### src/verilog/smc_pkg.sv
// Constants, field layout and state encoding of the standby mode controller
// Behaviour
// - An unmasked request ends light standby and vectors if qualified.
// - A reset in light standby ends it and restarts from the reset vector.
// - Wake from light standby resumes after 8 clocks vectored, 2 otherwise.
// - Deep standby is entered only by stop while on the main clock.
// - Stop with a request pending resumes after the oscillation wait.
// - Deep standby gates CPU clock and flash and stops the main clocks.
// - Deep standby keeps sub and slow clocks, RAM and port latches as is.
// - In deep standby an external subsystem clock simply follows its source.
// - In deep standby event counter A counts only on its own pin clock.
// - In deep standby event counter B counts only on its own pin clock.
// - In deep standby interval timer A runs only on a running counter A.
// - In deep standby timer B runs only on slow, slow/2^7 or slow/2^9.
// - In deep standby the watch timer runs only on the subsystem clock.
`default_nettype none

package smc_pkg;

  // ****************
  // Register map
  // ****************
  localparam logic [3:0]  ADDR_CTRL       = 4'h0;
  localparam logic [3:0]  ADDR_STATUS     = 4'h4;
  localparam logic [3:0]  ADDR_IRQ_STATUS = 4'h8;
  localparam logic [3:0]  ADDR_IRQ_MASK   = 4'hc;
  localparam int          ADDR_LSB        = 2;
  localparam int          ADDR_MSB        = 3;

  // ****************
  // Control register fields
  // ****************
  localparam int CTRL_W            = 15;
  localparam int F_OSC_STABILIZATION_SELECT_LO         = 0;
  localparam int F_OSC_STABILIZATION_SELECT_HI         = 2;
  localparam int F_FAST_OSC        = 3;
  localparam int F_MAIN_XTAL       = 4;
  localparam int F_EXT_MAIN        = 5;
  localparam int F_SUB_XTAL        = 6;
  localparam int F_SLOW_OSC        = 7;
  localparam int F_CNT_A_PIN       = 8;
  localparam int F_CNT_A_RUN       = 9;
  localparam int F_CNT_B_PIN       = 10;
  localparam int F_TMR_A_CNT       = 11;
  localparam int F_TMR_B_LO        = 12;
  localparam int F_TMR_B_HI        = 13;
  localparam int F_WATCH_SUB       = 14;
  localparam logic [CTRL_W-1:0] CTRL_RESET = 15'h0098;

  // Interval timer B clock source codes
  localparam logic [1:0] TMR_B_SLOW      = 2'h0;
  localparam logic [1:0] TMR_B_SLOW_DIV7 = 2'h1;
  localparam logic [1:0] TMR_B_SLOW_DIV9 = 2'h2;

  // ****************
  // Event bits of the interrupt status register
  // ****************
  localparam int EVT_W           = 5;
  localparam int EVT_HALT_ENTER  = 0;
  localparam int EVT_STOP_ENTER  = 1;
  localparam int EVT_RESUMED     = 2;
  localparam int EVT_STOP_REFUSE = 3;
  localparam int EVT_RESET_WAKE  = 4;

  // ****************
  // Timing
  // ****************
  localparam int          WAIT_W         = 16;
  localparam logic [WAIT_W-1:0] RESUME_VECTOR_CLKS = 16'h0008;
  localparam logic [WAIT_W-1:0] RESUME_NEXT_CLKS   = 16'h0002;
  localparam logic [2:0]  OSC_STABILIZATION_SELECT_MAX       = 3'h4;

  // ****************
  // Controller states, Gray coded along run-halt-stop-wake
  // ****************
  typedef enum logic [1:0] {
    SMC_RUN  = 2'b00,
    SMC_HALT = 2'b01,
    SMC_STOP = 2'b11,
    SMC_WAKE = 2'b10
  } smc_state_t;

endpackage

`default_nettype wire

### src/verilog/smc_wake_if.sv
// Wake request qualifiers passed between the controller and its decoder
`default_nettype none

interface smc_wake_if;
  logic irq_request;
  logic irq_mask_flag;
  logic irq_priority_flag;
  logic global_irq_enable;
  logic in_service_priority_flag;
  logic wake;
  logic vector;

  modport decoder (
    input  irq_request, irq_mask_flag, irq_priority_flag,
           global_irq_enable, in_service_priority_flag,
    output wake, vector
  );

  modport ctrl (
    output irq_request, irq_mask_flag, irq_priority_flag,
           global_irq_enable, in_service_priority_flag,
    input  wake, vector
  );
endinterface

`default_nettype wire

### src/verilog/smc_wake_decode.sv
// Decides whether a request wakes the core and whether it vectors
`default_nettype none

module smc_wake_decode (
  smc_wake_if.decoder wk
);

  // ****************
  // Wake and acknowledge qualification
  // ****************
  assign wk.wake   = wk.irq_request & ~wk.irq_mask_flag;
  assign wk.vector = wk.global_irq_enable &
                     (~wk.irq_priority_flag |
                      wk.in_service_priority_flag);

endmodule

`default_nettype wire

### src/verilog/smc_wait_timer.sv
// Down counter that times the resume wait
`default_nettype none

module smc_wait_timer #(
  parameter int W = 16
) (
  // Clock and reset
  input  wire logic         sys_clk,
  input  wire logic         srst,
  // Control
  input  wire logic         load,
  input  wire logic [W-1:0] count,
  input  wire logic         run,
  // Status
  output logic              done
);

  logic [W-1:0] remain;

  always_ff @(posedge sys_clk) begin
    if (srst) begin
      remain <= '0;
    end else if (load) begin
      remain <= count;
    end else if (run && remain != '0) begin
      remain <= remain - 1'b1;
    end
  end

  // Last cycle of the wait
  assign done = run && !load && (remain <= {{(W-1){1'b0}}, 1'b1});

endmodule

`default_nettype wire

### src/verilog/smc_top.sv
// Standby mode controller with AHB-Lite register access
`default_nettype none

module smc_top #(
  parameter int OSC_WAIT_BASE = 256
) (
  // Clock and reset
  input  wire logic        sys_clk,
  input  wire logic        srst,
  // AHB-Lite slave
  input  wire logic        hsel,
  input  wire logic [31:0] haddr,
  input  wire logic [1:0]  htrans,
  input  wire logic        hwrite,
  input  wire logic [2:0]  hsize,
  input  wire logic        hready,
  input  wire logic [31:0] hwdata,
  output logic      [31:0] hrdata,
  output logic             hreadyout,
  output logic             hresp,
  // CPU core
  input  wire logic        halt_instr,
  input  wire logic        stop_instr,
  input  wire logic        cpu_on_main_clock,
  input  wire logic        sys_reset_req,
  // Interrupt controller
  input  wire logic        irq_request,
  input  wire logic        irq_mask_flag,
  input  wire logic        irq_priority_flag,
  input  wire logic        global_irq_enable,
  input  wire logic        in_service_priority_flag,
  // Core control
  output logic             cpu_clock_enable,
  output logic             flash_enable,
  output logic             resume_vector,
  output logic             resume_next,
  output logic             reset_vector_fetch,
  output logic      [1:0]  standby_mode,
  // Clock sources
  output logic             internal_fast_osc_enable,
  output logic             crystal_main_osc_enable,
  output logic             ext_main_clock_accept,
  output logic             crystal_sub_osc_enable,
  output logic             ext_sub_clock_follow,
  output logic             internal_slow_osc_enable,
  // Peripheral clock gates
  output logic             event_counter_a_enable,
  output logic             event_counter_b_enable,
  output logic             interval_timer_a_enable,
  output logic             interval_timer_b_enable,
  output logic             watch_timer_enable,
  // Interrupt
  output logic             irq
);

  // ****************
  // Declarations
  // ****************
  localparam int W = smc_pkg::WAIT_W;

  smc_pkg::smc_state_t             state;
  smc_pkg::smc_state_t             next_state;
  logic [smc_pkg::CTRL_W-1:0]      ctrl;
  logic [smc_pkg::EVT_W-1:0]       irq_status;
  logic [smc_pkg::EVT_W-1:0]       irq_mask;
  logic [smc_pkg::EVT_W-1:0]       evt;
  logic [smc_pkg::EVT_W-1:0]       evt_clear;
  logic                            wr_pend;
  logic [3:0]                      wr_addr;
  logic                            acc;
  logic [3:0]                      acc_addr;
  logic [31:0]                     next_rdata;
  logic                            vec_latched;
  logic                            next_vec;
  logic                            wait_load;
  logic [W-1:0]                    wait_count;
  logic                            wait_done;
  logic [W-1:0]                    osc_wait;
  logic [2:0]                      osc_stabilization_select_sel;
  logic                            in_stop;

  smc_wake_if wk ();

  // ****************
  // Wake qualification and resume wait
  // ****************
  assign wk.irq_request              = irq_request;
  assign wk.irq_mask_flag            = irq_mask_flag;
  assign wk.irq_priority_flag        = irq_priority_flag;
  assign wk.global_irq_enable        = global_irq_enable;
  assign wk.in_service_priority_flag = in_service_priority_flag;

  smc_wake_decode u_decode (
    .wk (wk.decoder)
  );

  smc_wait_timer #(
    .W (W)
  ) u_wait (
    .sys_clk (sys_clk),
    .srst    (srst),
    .load    (wait_load),
    .count   (wait_count),
    .run     (state == smc_pkg::SMC_WAKE),
    .done    (wait_done)
  );

  // Oscillation stabilization wait chosen by software
  always_comb begin
    osc_stabilization_select_sel = ctrl[smc_pkg::F_OSC_STABILIZATION_SELECT_HI:smc_pkg::F_OSC_STABILIZATION_SELECT_LO];
    if (osc_stabilization_select_sel > smc_pkg::OSC_STABILIZATION_SELECT_MAX) begin
      osc_stabilization_select_sel = smc_pkg::OSC_STABILIZATION_SELECT_MAX;
    end
    osc_wait = W'(OSC_WAIT_BASE) << osc_stabilization_select_sel;
  end

  // ****************
  // Standby state machine
  // ****************
  always_comb begin
    next_state = state;
    next_vec   = vec_latched;
    wait_load  = 1'b0;
    wait_count = smc_pkg::RESUME_NEXT_CLKS;
    evt        = '0;
    if (sys_reset_req) begin
      next_state = smc_pkg::SMC_RUN;
      if (state != smc_pkg::SMC_RUN) begin
        evt[smc_pkg::EVT_RESET_WAKE] = 1'b1;
      end
    end else begin
      case (state)
        smc_pkg::SMC_RUN: begin
          if (stop_instr) begin
            if (!cpu_on_main_clock) begin
              evt[smc_pkg::EVT_STOP_REFUSE] = 1'b1;
            end else if (wk.wake) begin
              next_state = smc_pkg::SMC_WAKE;
              next_vec   = wk.vector;
              wait_load  = 1'b1;
              wait_count = osc_wait;
              evt[smc_pkg::EVT_HALT_ENTER] = 1'b1;
            end else begin
              next_state = smc_pkg::SMC_STOP;
              evt[smc_pkg::EVT_STOP_ENTER] = 1'b1;
            end
          end else if (halt_instr) begin
            next_state = smc_pkg::SMC_HALT;
            evt[smc_pkg::EVT_HALT_ENTER] = 1'b1;
          end
        end
        smc_pkg::SMC_HALT: begin
          if (wk.wake) begin
            next_state = smc_pkg::SMC_WAKE;
            next_vec   = wk.vector;
            wait_load  = 1'b1;
            wait_count = wk.vector ? smc_pkg::RESUME_VECTOR_CLKS
                                   : smc_pkg::RESUME_NEXT_CLKS;
          end
        end
        smc_pkg::SMC_STOP: begin
          if (wk.wake) begin
            next_state = smc_pkg::SMC_WAKE;
            next_vec   = wk.vector;
            wait_load  = 1'b1;
            wait_count = osc_wait;
          end
        end
        smc_pkg::SMC_WAKE: begin
          if (wait_done) begin
            next_state = smc_pkg::SMC_RUN;
            evt[smc_pkg::EVT_RESUMED] = 1'b1;
          end
        end
        default: begin
          next_state = smc_pkg::SMC_RUN;
        end
      endcase
    end
  end

  always_ff @(posedge sys_clk) begin
    if (srst) begin
      state       <= smc_pkg::SMC_RUN;
      vec_latched <= 1'b0;
    end else begin
      state       <= next_state;
      vec_latched <= next_vec;
    end
  end

  // Resume and reset pulses toward the core
  always_ff @(posedge sys_clk) begin
    if (srst) begin
      resume_vector      <= 1'b0;
      resume_next        <= 1'b0;
      reset_vector_fetch <= 1'b0;
    end else begin
      resume_vector      <= evt[smc_pkg::EVT_RESUMED] & vec_latched;
      resume_next        <= evt[smc_pkg::EVT_RESUMED] & ~vec_latched;
      reset_vector_fetch <= sys_reset_req;
    end
  end

  // ****************
  // Clock and peripheral gating
  // ****************
  assign in_stop = (next_state == smc_pkg::SMC_STOP);

  always_ff @(posedge sys_clk) begin
    if (srst) begin
      standby_mode             <= smc_pkg::SMC_RUN;
      cpu_clock_enable         <= 1'b1;
      flash_enable             <= 1'b1;
      internal_fast_osc_enable <= smc_pkg::CTRL_RESET[smc_pkg::F_FAST_OSC];
      crystal_main_osc_enable  <= smc_pkg::CTRL_RESET[smc_pkg::F_MAIN_XTAL];
      ext_main_clock_accept    <= smc_pkg::CTRL_RESET[smc_pkg::F_EXT_MAIN];
      crystal_sub_osc_enable   <= smc_pkg::CTRL_RESET[smc_pkg::F_SUB_XTAL];
      internal_slow_osc_enable <= smc_pkg::CTRL_RESET[smc_pkg::F_SLOW_OSC];
      ext_sub_clock_follow     <= 1'b1;
    end else begin
      standby_mode             <= next_state;
      cpu_clock_enable         <= next_state == smc_pkg::SMC_RUN;
      flash_enable             <= next_state == smc_pkg::SMC_RUN;
      internal_fast_osc_enable <= ctrl[smc_pkg::F_FAST_OSC] & ~in_stop;
      crystal_main_osc_enable  <= ctrl[smc_pkg::F_MAIN_XTAL] & ~in_stop;
      ext_main_clock_accept    <= ctrl[smc_pkg::F_EXT_MAIN] & ~in_stop;
      // Sub and slow sources ignore the standby state
      crystal_sub_osc_enable   <= ctrl[smc_pkg::F_SUB_XTAL];
      internal_slow_osc_enable <= ctrl[smc_pkg::F_SLOW_OSC];
      ext_sub_clock_follow     <= 1'b1;
    end
  end

  always_ff @(posedge sys_clk) begin
    if (srst) begin
      event_counter_a_enable  <= 1'b1;
      event_counter_b_enable  <= 1'b1;
      interval_timer_a_enable <= 1'b1;
      interval_timer_b_enable <= 1'b1;
      watch_timer_enable      <= 1'b1;
    end else begin
      event_counter_a_enable  <= ~in_stop | ctrl[smc_pkg::F_CNT_A_PIN];
      event_counter_b_enable  <= ~in_stop | ctrl[smc_pkg::F_CNT_B_PIN];
      interval_timer_a_enable <= ~in_stop |
        (ctrl[smc_pkg::F_TMR_A_CNT] & ctrl[smc_pkg::F_CNT_A_RUN] &
         ctrl[smc_pkg::F_CNT_A_PIN]);
      interval_timer_b_enable <= ~in_stop |
        (ctrl[smc_pkg::F_TMR_B_HI:smc_pkg::F_TMR_B_LO] ==
           smc_pkg::TMR_B_SLOW) |
        (ctrl[smc_pkg::F_TMR_B_HI:smc_pkg::F_TMR_B_LO] ==
           smc_pkg::TMR_B_SLOW_DIV7) |
        (ctrl[smc_pkg::F_TMR_B_HI:smc_pkg::F_TMR_B_LO] ==
           smc_pkg::TMR_B_SLOW_DIV9);
      watch_timer_enable      <= ~in_stop | ctrl[smc_pkg::F_WATCH_SUB];
    end
  end

  // ****************
  // AHB-Lite slave
  // ****************
  assign hreadyout = 1'b1;
  assign hresp     = 1'b0;
  assign acc       = hsel & htrans[1] & hready;
  assign acc_addr  = {haddr[smc_pkg::ADDR_MSB:smc_pkg::ADDR_LSB], 2'b00};

  always_ff @(posedge sys_clk) begin
    if (srst) begin
      wr_pend <= 1'b0;
      wr_addr <= '0;
    end else begin
      wr_pend <= acc & hwrite;
      wr_addr <= acc_addr;
    end
  end

  always_comb begin
    next_rdata = '0;
    if (acc_addr == smc_pkg::ADDR_CTRL) begin
      next_rdata[smc_pkg::CTRL_W-1:0] = ctrl;
    end else if (acc_addr == smc_pkg::ADDR_STATUS) begin
      next_rdata[1:0] = state;
      next_rdata[2]   = cpu_on_main_clock;
    end else if (acc_addr == smc_pkg::ADDR_IRQ_STATUS) begin
      next_rdata[smc_pkg::EVT_W-1:0] = irq_status;
    end else if (acc_addr == smc_pkg::ADDR_IRQ_MASK) begin
      next_rdata[smc_pkg::EVT_W-1:0] = irq_mask;
    end
  end

  always_ff @(posedge sys_clk) begin
    if (srst) begin
      hrdata <= '0;
    end else if (acc && !hwrite) begin
      hrdata <= next_rdata;
    end
  end

  always_ff @(posedge sys_clk) begin
    if (srst) begin
      ctrl <= smc_pkg::CTRL_RESET;
    end else if (wr_pend && wr_addr == smc_pkg::ADDR_CTRL) begin
      ctrl <= hwdata[smc_pkg::CTRL_W-1:0];
    end
  end

  always_ff @(posedge sys_clk) begin
    if (srst) begin
      irq_mask <= '0;
    end else if (wr_pend && wr_addr == smc_pkg::ADDR_IRQ_MASK) begin
      irq_mask <= hwdata[smc_pkg::EVT_W-1:0];
    end
  end

  // ****************
  // Sticky events, write one to clear, new event wins
  // ****************
  assign evt_clear = (wr_pend && wr_addr == smc_pkg::ADDR_IRQ_STATUS) ?
                     hwdata[smc_pkg::EVT_W-1:0] : '0;

  always_ff @(posedge sys_clk) begin
    if (srst) begin
      irq_status <= '0;
    end else begin
      irq_status <= (irq_status & ~evt_clear) | evt;
    end
  end

  assign irq = |(irq_status & irq_mask);

endmodule

`default_nettype wire

### config.mk
export PLATFORM = sky130hd
export DESIGN_NAME = smc_top
export DESIGN_NICKNAME = d
export VERILOG_FILES = /design/src/verilog/smc_pkg.sv /design/src/verilog/smc_wake_if.sv /design/src/verilog/smc_wake_decode.sv /design/src/verilog/smc_wait_timer.sv /design/src/verilog/smc_top.sv
export SDC_FILE = /design/constraint.sdc
export NUM_CORES = 1
export LEC_CHECK = 0
export ABC_CLOCK_PERIOD_IN_PS = 4800
export BUFFER_PORTS_ARGS = -buffer_cell sky130_fd_sc_hd__buf_2
export CAP_MARGIN = 20
export CORE_MARGIN = 5
export CORE_UTILIZATION = 35
export CTS_CLUSTER_SIZE = 8
export DETAILED_ROUTE_END_ITERATION = 6
export PLACE_DENSITY_LB_ADDON = 0.05
export SLEW_MARGIN = 20
export SYNTH_ARGS = -nofsm -noshare
export SYNTH_HDL_FRONTEND = slang
export SYNTH_HIERARCHICAL = 1
export SYNTH_SLANG_ARGS = --single-unit
### constraint.sdc
create_clock -name sys_clk -period 4.8 [get_ports sys_clk]
set_input_delay 0.96 -clock sys_clk [delete_from_list [all_inputs] [get_ports sys_clk]]
set_output_delay 0.96 -clock sys_clk [all_outputs]
set_load 0.03 [all_outputs]
**Word level (Yosys, flattened, before mapping)**

Index checks and enable logic that the tools add are counted.

- Flip-flop bits (word level): 78
- Bits of input ports: 83
- Logic and storage cells: 139

- $lt $le $gt $ge: 2
- Reduce and logical (&&, ||, !) cells: 21
- Shift-type cells: 1
- Muxes and demuxes: 48
- Bitwise logic cells: 29
- $add $sub $neg: 1
- Equal/unequal tests: 13

Operators with widths:

| operator | count |
|---|---|
| $mux 16 | 6 |
| $pmux 16 s3 | 1 |
| $mux 5 | 4 |
| $mux 1 | 19 |
| $mux 2 | 9 |
| $le 16x1->1 const B | 1 |
| $reduce_bool 16->1 | 1 |
| $shl 9x3->16 const A | 1 |
| $sub 16x1->16 const B | 1 |
| $and 1x1->1 | 12 |
| $eq 2x2->1 const B | 6 |
| $mux 4 | 3 |
| $and 5x5->5 | 2 |
| $mux 10 | 1 |
| $eq 4x4->1 const B | 2 |
| $logic_not 4->1 | 2 |
| $or 1x1->1 | 8 |
| $logic_and 1x1->1 | 7 |
| $eq 2x1->1 const B | 3 |
| $logic_not 2->1 | 3 |
| $mux 3 | 2 |
| $pmux 2 s3 | 1 |
| $reduce_bool 2->1 | 3 |
| $not 1->1 | 5 |
| other kinds (9) | 12 |

**Depth between registers and ports, before layout**

Gate-level depths: netlist of run 1.

- Depth after elaboration: 18
- Mapped depth: 8
- Mapped depth without buffers: 7

**Modules after synthesis**

The synthesis of run 1 kept the hierarchy.

By module, submodules not included:

| module | cells each | area each (sq um) | instances |
|---|---|---|---|
| smc_top | 294 | 2563.7 | 1 |
| smc_wait_timer | 128 | 1019.7 | 1 |
| smc_wake_decode | 3 | 17.5 | 1 |

**Worst setup path after synthesis of run 1**

OpenSTA, ideal clock, no wires.

- Path kind: input -> register
- Start: input irq_request
- End: register interval_timer_b_enable
- Path buffers: 1
- Setup slack: 1.892 ns
- Stages: 8
- Data required time: 4.665 ns
- Data arrival time: 2.773 ns
- Cell sequence: nor2b_1 > nand2b_1 > a21oi_1 > clkbuf_1 > nor4_1 > and3b_1 > nor4_4 > nand4_1

- Cells in the longest elaborated chain, start to end: 17

RTL lines:

| what | line | RTL |
|---|---|---|
| from (decl) | smc_top.sv:27 | `input wire logic irq_request,` |
| $and 1x1->1 (*) | smc_wake_decode.sv:11 | `assign wk.wake = wk.irq_request & ~wk.irq_mask_flag;` |
| $mux 1 (*) | smc_top.sv:137, smc_top.sv:153, smc_top.sv:162 |  |
| $mux 1 | smc_top.sv:135 | `if (!cpu_on_main_clock) begin` |
| $mux 1 | smc_top.sv:134 | `if (stop_instr) begin` |
| $pmux 1 s2 (*) | smc_top.sv:132 | `case (state)` |
| $mux 1 (*) | smc_top.sv:126 | `if (sys_reset_req) begin` |
| net wait_load | smc_top.sv:75 | `logic wait_load;` |
| $logic_not 1->1 (*) | smc_wait_timer.sv:31 | `assign done = run && !load && (remain <= {{(W-1){1'b0}}, 1'b1});` |
| [2 not listed] | n/a |  |
| net wait_done | smc_top.sv:77 | `logic wait_done;` |
| $mux 2 (*) | smc_top.sv:170 | `if (wait_done) begin` |
| $pmux 2 s3 (*) | smc_top.sv:132 |  |
| $mux 2 (*) | smc_top.sv:126 |  |
| $eq 2x2->1 (*) | smc_top.sv:208 | `assign in_stop = (next_state == smc_pkg::SMC_STOP);` |
| $not 1->1 (*) | smc_top.sv:248 | `interval_timer_b_enable <= ~in_stop \|` |
| $or 1x1->1 (*) | smc_top.sv:248 |  |
| $or 1x1->1 (*) | smc_top.sv:250 | `smc_pkg::TMR_B_SLOW) \|` |
| $or 1x1->1 (*) | smc_top.sv:252 | `smc_pkg::TMR_B_SLOW_DIV7) \|` |
| to (signal assigned) | smc_top.sv:248 |  |
| to (decl) | smc_top.sv:50 | `output logic interval_timer_b_enable,` |

The timed path passes the listed nets; every way through them passes the cells marked *.
A chain may end at the register's enable or synchronous reset.

**Worst setup path after layout of run 1**

- Start: input irq_mask_flag
- End: register interval_timer_b_enable

- Cells in the longest elaborated chain, start to end: 18

RTL lines:

| what | line | RTL |
|---|---|---|
| from (decl) | smc_top.sv:28 | `input wire logic irq_mask_flag,` |
| $not 1->1 (*) | smc_wake_decode.sv:11 |  |
| $and 1x1->1 (*) | smc_wake_decode.sv:11 |  |
| net wk.wake | smc_wake_if.sv:10 | `logic wake;` |
| $mux 1 (*) | smc_top.sv:137, smc_top.sv:153, smc_top.sv:162 |  |
| $mux 1 | smc_top.sv:135 |  |
| $mux 1 | smc_top.sv:134 |  |
| $pmux 1 s2 (*) | smc_top.sv:132 |  |
| $mux 1 (*) | smc_top.sv:126 |  |
| net wait_load | smc_top.sv:75 |  |
| [3 not listed] | n/a |  |
| net wait_done | smc_top.sv:77 |  |
| $mux 2 (*) | smc_top.sv:170 |  |
| $pmux 2 s3 (*) | smc_top.sv:132 |  |
| $mux 2 (*) | smc_top.sv:126 |  |
| $eq 2x2->1 (*) | smc_top.sv:208 |  |
| $not 1->1 (*) | smc_top.sv:248 |  |
| $or 1x1->1 (*) | smc_top.sv:248 |  |
| $or 1x1->1 (*) | smc_top.sv:250 |  |
| $or 1x1->1 (*) | smc_top.sv:252 |  |

Marks and branches as above.

==> run_results.csv, run 1 <==
group,metric,value,unit
synth,ys_types,62,
synth,yosys.area.top_type,"dfxtp_1",
clock_tree,cts_sinks,76,
run,cap_violations,0,
synth,synth_area_leaders,"dfxtp_1 42%, nand2_1 6.3%, a21oi_1 5.3%, buf_4 4.4%, nor2_1 3.2%",
critical_path,slowest_delay,420,ps
critical_path,required,5010,ps
synth,synthesis.area,0.00360,mm^2
sta,worstMarginPinSlew,948,ps
synth,synth_top_family_by_area,"simple AND/OR/NAND/NOR gates",
power,ir_worst_vdd,0.148,mV
synth,synth-seq-cells,76,
critical_path,r2r-end,"u_wait/remain[12]",
die,num_io_pins,136,
drt,wire_per_inst,14.8,um
clock_tree,ctsHoldBuffers,0,
power,intPower,0.000973,W
placed_design,placed_cell_area,0.00395,mm^2
finish,final_core_util,40.9,%
finish,drive_above_1_share,19.3,%
critical_path,crit_arrival,3040,ps
synth,synth_xor_area_share,0.243,%
die,fp.dieW,111,um
power,leakagePower,1.64,nW
critical_path,cp-start-kind,"primary input",
synth,synth-seq-area-share,42.3,%
clock_tree,ctsResizeCount,0,
sta,fmax,353,MHz
synth,muxShareOfSynthArea,4.45,%
clock_tree,numCtsBuffers,9,
critical_path,slowest_stage,"nor2b_1",
die,dieHeight,111,um
power,p_comb_share,14.5,%
critical_path,critPathCapture,"interval_timer_b_enable",
finish,final_nets,571,
drt,wirelength,9300,um
critical_path,crit_type,"in2reg",
hold_path,worstHoldPathType,"reg2reg",
synth,syn_inst,425,
placed_design,dp_cells,611,
critical_path,worstSetupEndpointType,"flop",
finish,area.growth.synth_to_final,15.6,%
placed_design,gp_congestion,0.796,
synth,synthSimpleGateAreaFrac,27.0,%
drt,dr.pass1.iters,4,
clock_tree,htreeDepth,3,
synth,syn_avg_cell_area,8.47,um^2
power,power_frac_seq,48.1,%
clock_tree,post_cts_buffers,0,
drt,ant_nets,0,
drt,drcViolationCount,0,
clock_tree,tritoncts,"built",
grt,grt_overflow,0,
power,power_density,333,mW/mm^2
sta,rsz0062_at_grt,"no",
sta,clock_skew,12.2,ps
critical_path,reg2regPathDepth,5,
grt,antenna_found_initial,0,
die,die-area,0.0124,mm^2
drt,viasPerCell,4.97,
die,coreArea,0.0102,mm^2
drt,drt_iter0_drc,162,
power,power.switching,0.000415,W
grt,grt_use_total,15.0,%
synth,synth_enable_flop_cells,0,
die,start_util,35.4,%
synth,async_reset_ff_share,0,%
sta,setup_viol,0,
power,clkPwrFrac,37.4,%
finish,fin_cells,627,
status,status,"finished, final reports clean",
sta,max-slew-margin-rel,36.5,%
placed_design,io_buffers,64,
synth,yosysMostFrequentCell,"dfxtp_1",
finish,diodes,0,
clock_tree,cts_buffer_depth,2,
die,rows,37,
drt,vias,3118,
grt,grt_pass1_wl,15300,um
grt,grt_start_max_net_pins,52,
placed_design,dp_hpwl,6540,um
critical_path,timing.rr.start,"standby_mode[1]",
sta,finalSetupTns,0,ps
synth,synth_compound_area_share,15.9,%
clock_tree,cts-root-buf,"clkbuf_8",
clock_tree,clock_latency,350,ps
power,swShare,29.9,%
synth,ys_top_cells_by_count,"76 x dfxtp_1, 60 x nand2_1, 38 x a21oi_1",
sta,fin_crit_sh,59.0,%
sta,period_needed,2830,ps
synth,synth_top_area_share,42.3,%
critical_path,crit_path_start,"irq_mask_flag",
synth,yosysWarnings,6,
critical_path,path_cells,"buf_2 > nor2b_1 > nand2b_1 > a21oi_1 > buf_4 > nor4_1 > and3b_1 > nor4_4 > nand4_1",
synth,synthAdderAreaFrac,0.695,%
clock_tree,path_clk_slew,80,ps
sta,finalMaxSlewViolations,0,
critical_path,cp_max_fo,17,
synth,synthFlopType,"dfxtp_1",
sta,final-hold-violation-count,0,
finish,stdcell_area,0.00416,mm^2
grt,grt_pass1_vias,3046,
critical_path,ff2ff_setup_slack,2020,ps
[worst max-delay path, delay by kind of cell]
kind / cells / cell delay (ps)
AND/OR/NAND/NOR: 6 / 1560
buffers and inverters: 2 / 340
AO/OA/AOI/OAI: 1 / 170
[per-stage QoR]
step                setup slack (ps)  hold WS, ps  total power, W
CTS                             1930          427         0.00141
global placement                1570          414        0.000884
detailed placement              1600          408        0.000884
finish                          1970          427         0.00139
global route                    1710          456         0.00146
floorplan                       1890          384        0.000840
[routing by layer]
metal | share of wire [%] | track usage, % | vias to the layer above
met2 | 47 | 24.6 | 63
li1 | - | - | 1588
met4 | 1.6 | 5.35 | 0
met1 | 48 | 19.7 | 1457
met3 | 3.9 | 2.88 | 10
met5 | 0 | 0 | -
[layout make-up]
| cell class | count | area (um^2) |
|---|---|---|
| multi-input cells | 313 | 1850 |
| flip-flops and latches | 76 | 1520 |
| inverters | 19 | 71.3 |
| clock inverters | 6 | 71.3 |
| clock buffers | 10 | 138 |
| repair buffers | 67 | 343 |
| well taps | 136 | 170 |
| fillers | 1107 | 6020 |
[flip-flops by register name, indices dropped and copies added (netlist names)]
register	cells
crystal_sub_osc_enable	1
ext_main_clock_accept	1
resume_vector	1
vec_latched	1
internal_slow_osc_enable	1
watch_timer_enable	1
crystal_main_osc_enable	1
resume_next	1
event_counter_a_enable	1
wr_pend	1
flash_enable	1
internal_fast_osc_enable	1
irq_status	5
u_wait/remain	16
interval_timer_b_enable	1
wr_addr	2
interval_timer_a_enable	1
reset_vector_fetch	1
irq_mask	5
hrdata	15
standby_mode	2
event_counter_b_enable	1
ctrl	15
[worst min-delay path by stage]
stage / slack (ps) / to / depth (start not counted) / start
after floorplan: 380 / interval_timer_b_enable / 1 / ctrl[12]
after global placement: 410 / interval_timer_b_enable / 1 / ctrl[13]
after detailed placement: 410 / interval_timer_b_enable / 1 / ctrl[12]
after CTS: 430 / interval_timer_b_enable / 1 / ctrl[12]
after global routing: 460 / interval_timer_b_enable / 1 / ctrl[12]
final: 430 / interval_timer_b_enable / 1 / ctrl[12]
[power by group through the flow]
stage,combinational (W),clock (W),sequential [W]
2_1_floorplan,0.000155,0,0.000684
3_3_place_gp,0.000202,0,0.000682
3_5_place_dp,0.000202,0,0.000682
4_1_cts,0.000203,0.000536,0.000667
5_1_grt,0.000222,0.000564,0.000671
6_report,0.000201,0.000519,0.000667
[layout by cell type (no fill, tap or decap), types with 3 or more instances in the layout]
cell type / synthesis / layout
a211oi_1: 4 / 4
a221oi_1: 6 / 6
buf_4: 21 / 3
nand2_1: 60 / 60
nand4bb_1: 3 / 3
or4_1: 7 / 7
nor2b_1: 7 / 7
o21ai_0: 11 / 11
mux2i_1: 7 / 7
o211ai_1: 3 / 3
nor4_1: 5 / 5
clkbuf_8: 0 / 10
nand4_1: 4 / 4
a21oi_1: 38 / 38
and2_1: 3 / 3
nand3_1: 17 / 17
conb_1: 2 / 29
nor3_1: 6 / 6
mux4_2: 3 / 3
nand3b_1: 6 / 6
or3_1: 5 / 5
dfxtp_1: 76 / 76
nor3b_1: 5 / 5
inv_1: 18 / 18
buf_2: 8 / 64
a311oi_1: 6 / 6
o31ai_1: 3 / 3
nor2_1: 31 / 31
[cell families after synthesis]
kind of cell,count (synthesis)
and+or+nand+nor,180
other,2
muxes,12
DFF,76
buffers and inverters,63
AOI/OAI and AO/OA,89
adders and majority gates,2
xor gates and xnor gates,1
Note: power is estimated with default switching activity, not from simulation.
==> run 2: changes to the inputs <==
--- a/config.mk
+++ b/config.mk
@@ -5,7 +5,7 @@
 export SDC_FILE = /design/constraint.sdc
 export NUM_CORES = 1
 export LEC_CHECK = 0
-export ABC_CLOCK_PERIOD_IN_PS = 4800
+export ABC_CLOCK_PERIOD_IN_PS = 2400
 export BUFFER_PORTS_ARGS = -buffer_cell sky130_fd_sc_hd__buf_2
 export CAP_MARGIN = 20
 export CORE_MARGIN = 5
==> constraint.sdc (replaced) <==
create_clock -name sys_clk -period 2.4 [get_ports sys_clk]
set_input_delay 0.48 -clock sys_clk [delete_from_list [all_inputs] [get_ports sys_clk]]
set_output_delay 0.48 -clock sys_clk [all_outputs]
set_load 0.03 [all_outputs]
==> run_results.csv, run 2 (synthesized netlist as in run 1, its figures left out) <==
group,metric,value,unit
drt,vias,3183,
clock_tree,clock_latency,350,ps
grt,grt_use_total,15.2,%
finish,final_cell_mix,"75 x dfxtp_1, 64 x buf_2, 60 x nand2_1",
status,status,"finished, final reports clean",
sta,rsz0062_at_grt,"no",
critical_path,cp_max_fo,8,
critical_path,reg2regPathDepth,4,
power,p_comb_share,15.3,%
clock_tree,htreeDepth,3,
power,power_frac_seq,45.6,%
die,coreArea,0.0102,mm^2
die,start_util,35.4,%
finish,final_nets,586,
sta,clock_skew,9.34,ps
placed_design,placed_cell_area,0.00407,mm^2
drt,drcViolationCount,0,
power,ir_worst_vdd,0.221,mV
placed_design,io_buffers,64,
power,power.switching,0.000831,W
clock_tree,tritoncts,"built",
sta,finalMaxSlewViolations,0,
sta,final-hold-violation-count,0,
sta,fmax,473,MHz
sta,worstMarginPinSlew,695,ps
grt,grt_pass1_wl,15500,um
clock_tree,ctsHoldBuffers,0,
die,die-area,0.0124,mm^2
placed_design,dp_hpwl,6800,um
critical_path,required,2650,ps
run,cap_violations,0,
power,swShare,28.5,%
clock_tree,cts_sinks,76,
sta,whs,344,ps
clock_tree,post_cts_buffers,0,
drt,ant_nets,0,
power,leakagePower,1.73,nW
grt,grt_start_max_net_pins,50,
finish,drive_above_1_share,22.1,%
finish,layout_commonest_cell,"dfxtp_1",
power,intPower,0.00208,W
sta,finalSetupTns,0,ps
clock_tree,ctsResizeCount,0,
clock_tree,cts_buffer_depth,2,
power,power_density,677,mW/mm^2
finish,area.growth.synth_to_final,19.5,%
grt,grt_pass1_vias,3140,
finish,diodes,0,
drt,viasPerCell,4.96,
drt,wire_per_inst,14.7,um
sta,fin_crit_sh,88.1,%
grt,antenna_found_initial,0,
critical_path,worstSetupEndpointType,"flop",
critical_path,crit_type,"reg2reg",
grt,grt_overflow,0,
clock_tree,cts-root-buf,"clkbuf_8",
sta,setup_viol,0,
die,dieHeight,111,um
critical_path,cp-start-kind,"flop",
finish,stdcell_area,0.00430,mm^2
drt,drt_iter0_drc,129,
clock_tree,numCtsBuffers,9,
power,clkPwrFrac,39.1,%
hold_path,min_path_cells,3,
die,num_io_pins,136,
critical_path,ff2ff_setup_slack,280,ps
die,rows,37,
finish,reg.largest.list,"u_wait/remain x16, ctrl x15, hrdata x15",
die,fp.dieW,111,um
finish,largest_register_ffs,16,
sta,period_needed,2120,ps
clock_tree,path_clk_slew,90,ps
drt,wirelength,9440,um
finish,top_register,"u_wait/remain",
sta,max-slew-margin-rel,53.7,%
hold_path,worstHoldPathType,"in2reg",
critical_path,crit_arrival,2370,ps
drt,dr.pass1.iters,4,
placed_design,gp_congestion,0.804,
## run 2: per-stage QoR
| step | worst slack [ps] | power [W] | cells | utilization, % |
|---|---|---|---|---|
| floorplan | 94.1 | 0.00168 | 452 | - |
| global placement | 208 | 0.00180 | 626 | 40.0 |
| detailed placement | 198 | 0.00180 | 626 | 40.0 |
| CTS | 253 | 0.00295 | 642 | 42.3 |
| global route | 26.8 | 0.00306 | 642 | 42.3 |
| finish | 285 | 0.00291 | 642 | 42.3 |
## run 2: worst paths after layout
check / startpoint / endpoint
max: u_wait/remain[4] / u_wait/remain[13]
min: hwdata[7] / ctrl[7]
max reg2reg: u_wait/remain[4] / u_wait/remain[13]
min reg2reg: ctrl[12] / interval_timer_b_enable
## run 2: final cells by class
cell class / instances / area (um^2)
inverter: 19 / 71.3
clock buffer: 10 / 138
timing repair buffer: 82 / 455
fill: 1073 / 5880
tap: 136 / 170
sequential: 76 / 1520
multi-input combinational: 313 / 1850
clock inverter: 6 / 95.1
## run 2: layer usage
layer  vias to the layer above  wire length (um)  global-route usage [%]  part of all wire [%]
met5                         -                 0                       0                     0
met4                         0               133                    5.60                   1.4
met3                         7               425                    2.72                   4.5
met2                        70              4350                    24.8                    46
met1                      1486              4530                    20.2                    48
li1                       1620                 -                       -                     -
## run 2: power by group through the flow
stage	clock, W	combinational (W)	sequential, W
2_1_floorplan	0	0.000311	0.00137
3_3_place_gp	0	0.000442	0.00136
3_5_place_dp	0	0.000444	0.00136
4_1_cts	0.00118	0.000445	0.00133
5_1_grt	0.00123	0.000490	0.00133
6_report	0.00114	0.000446	0.00133
## run 2: critical path, stage by stage (launching register included)
cell and delay [ps]:
dfxtp_1 380, or4_4 590, or4_1 510, o31a_1 260
nor4_1 270
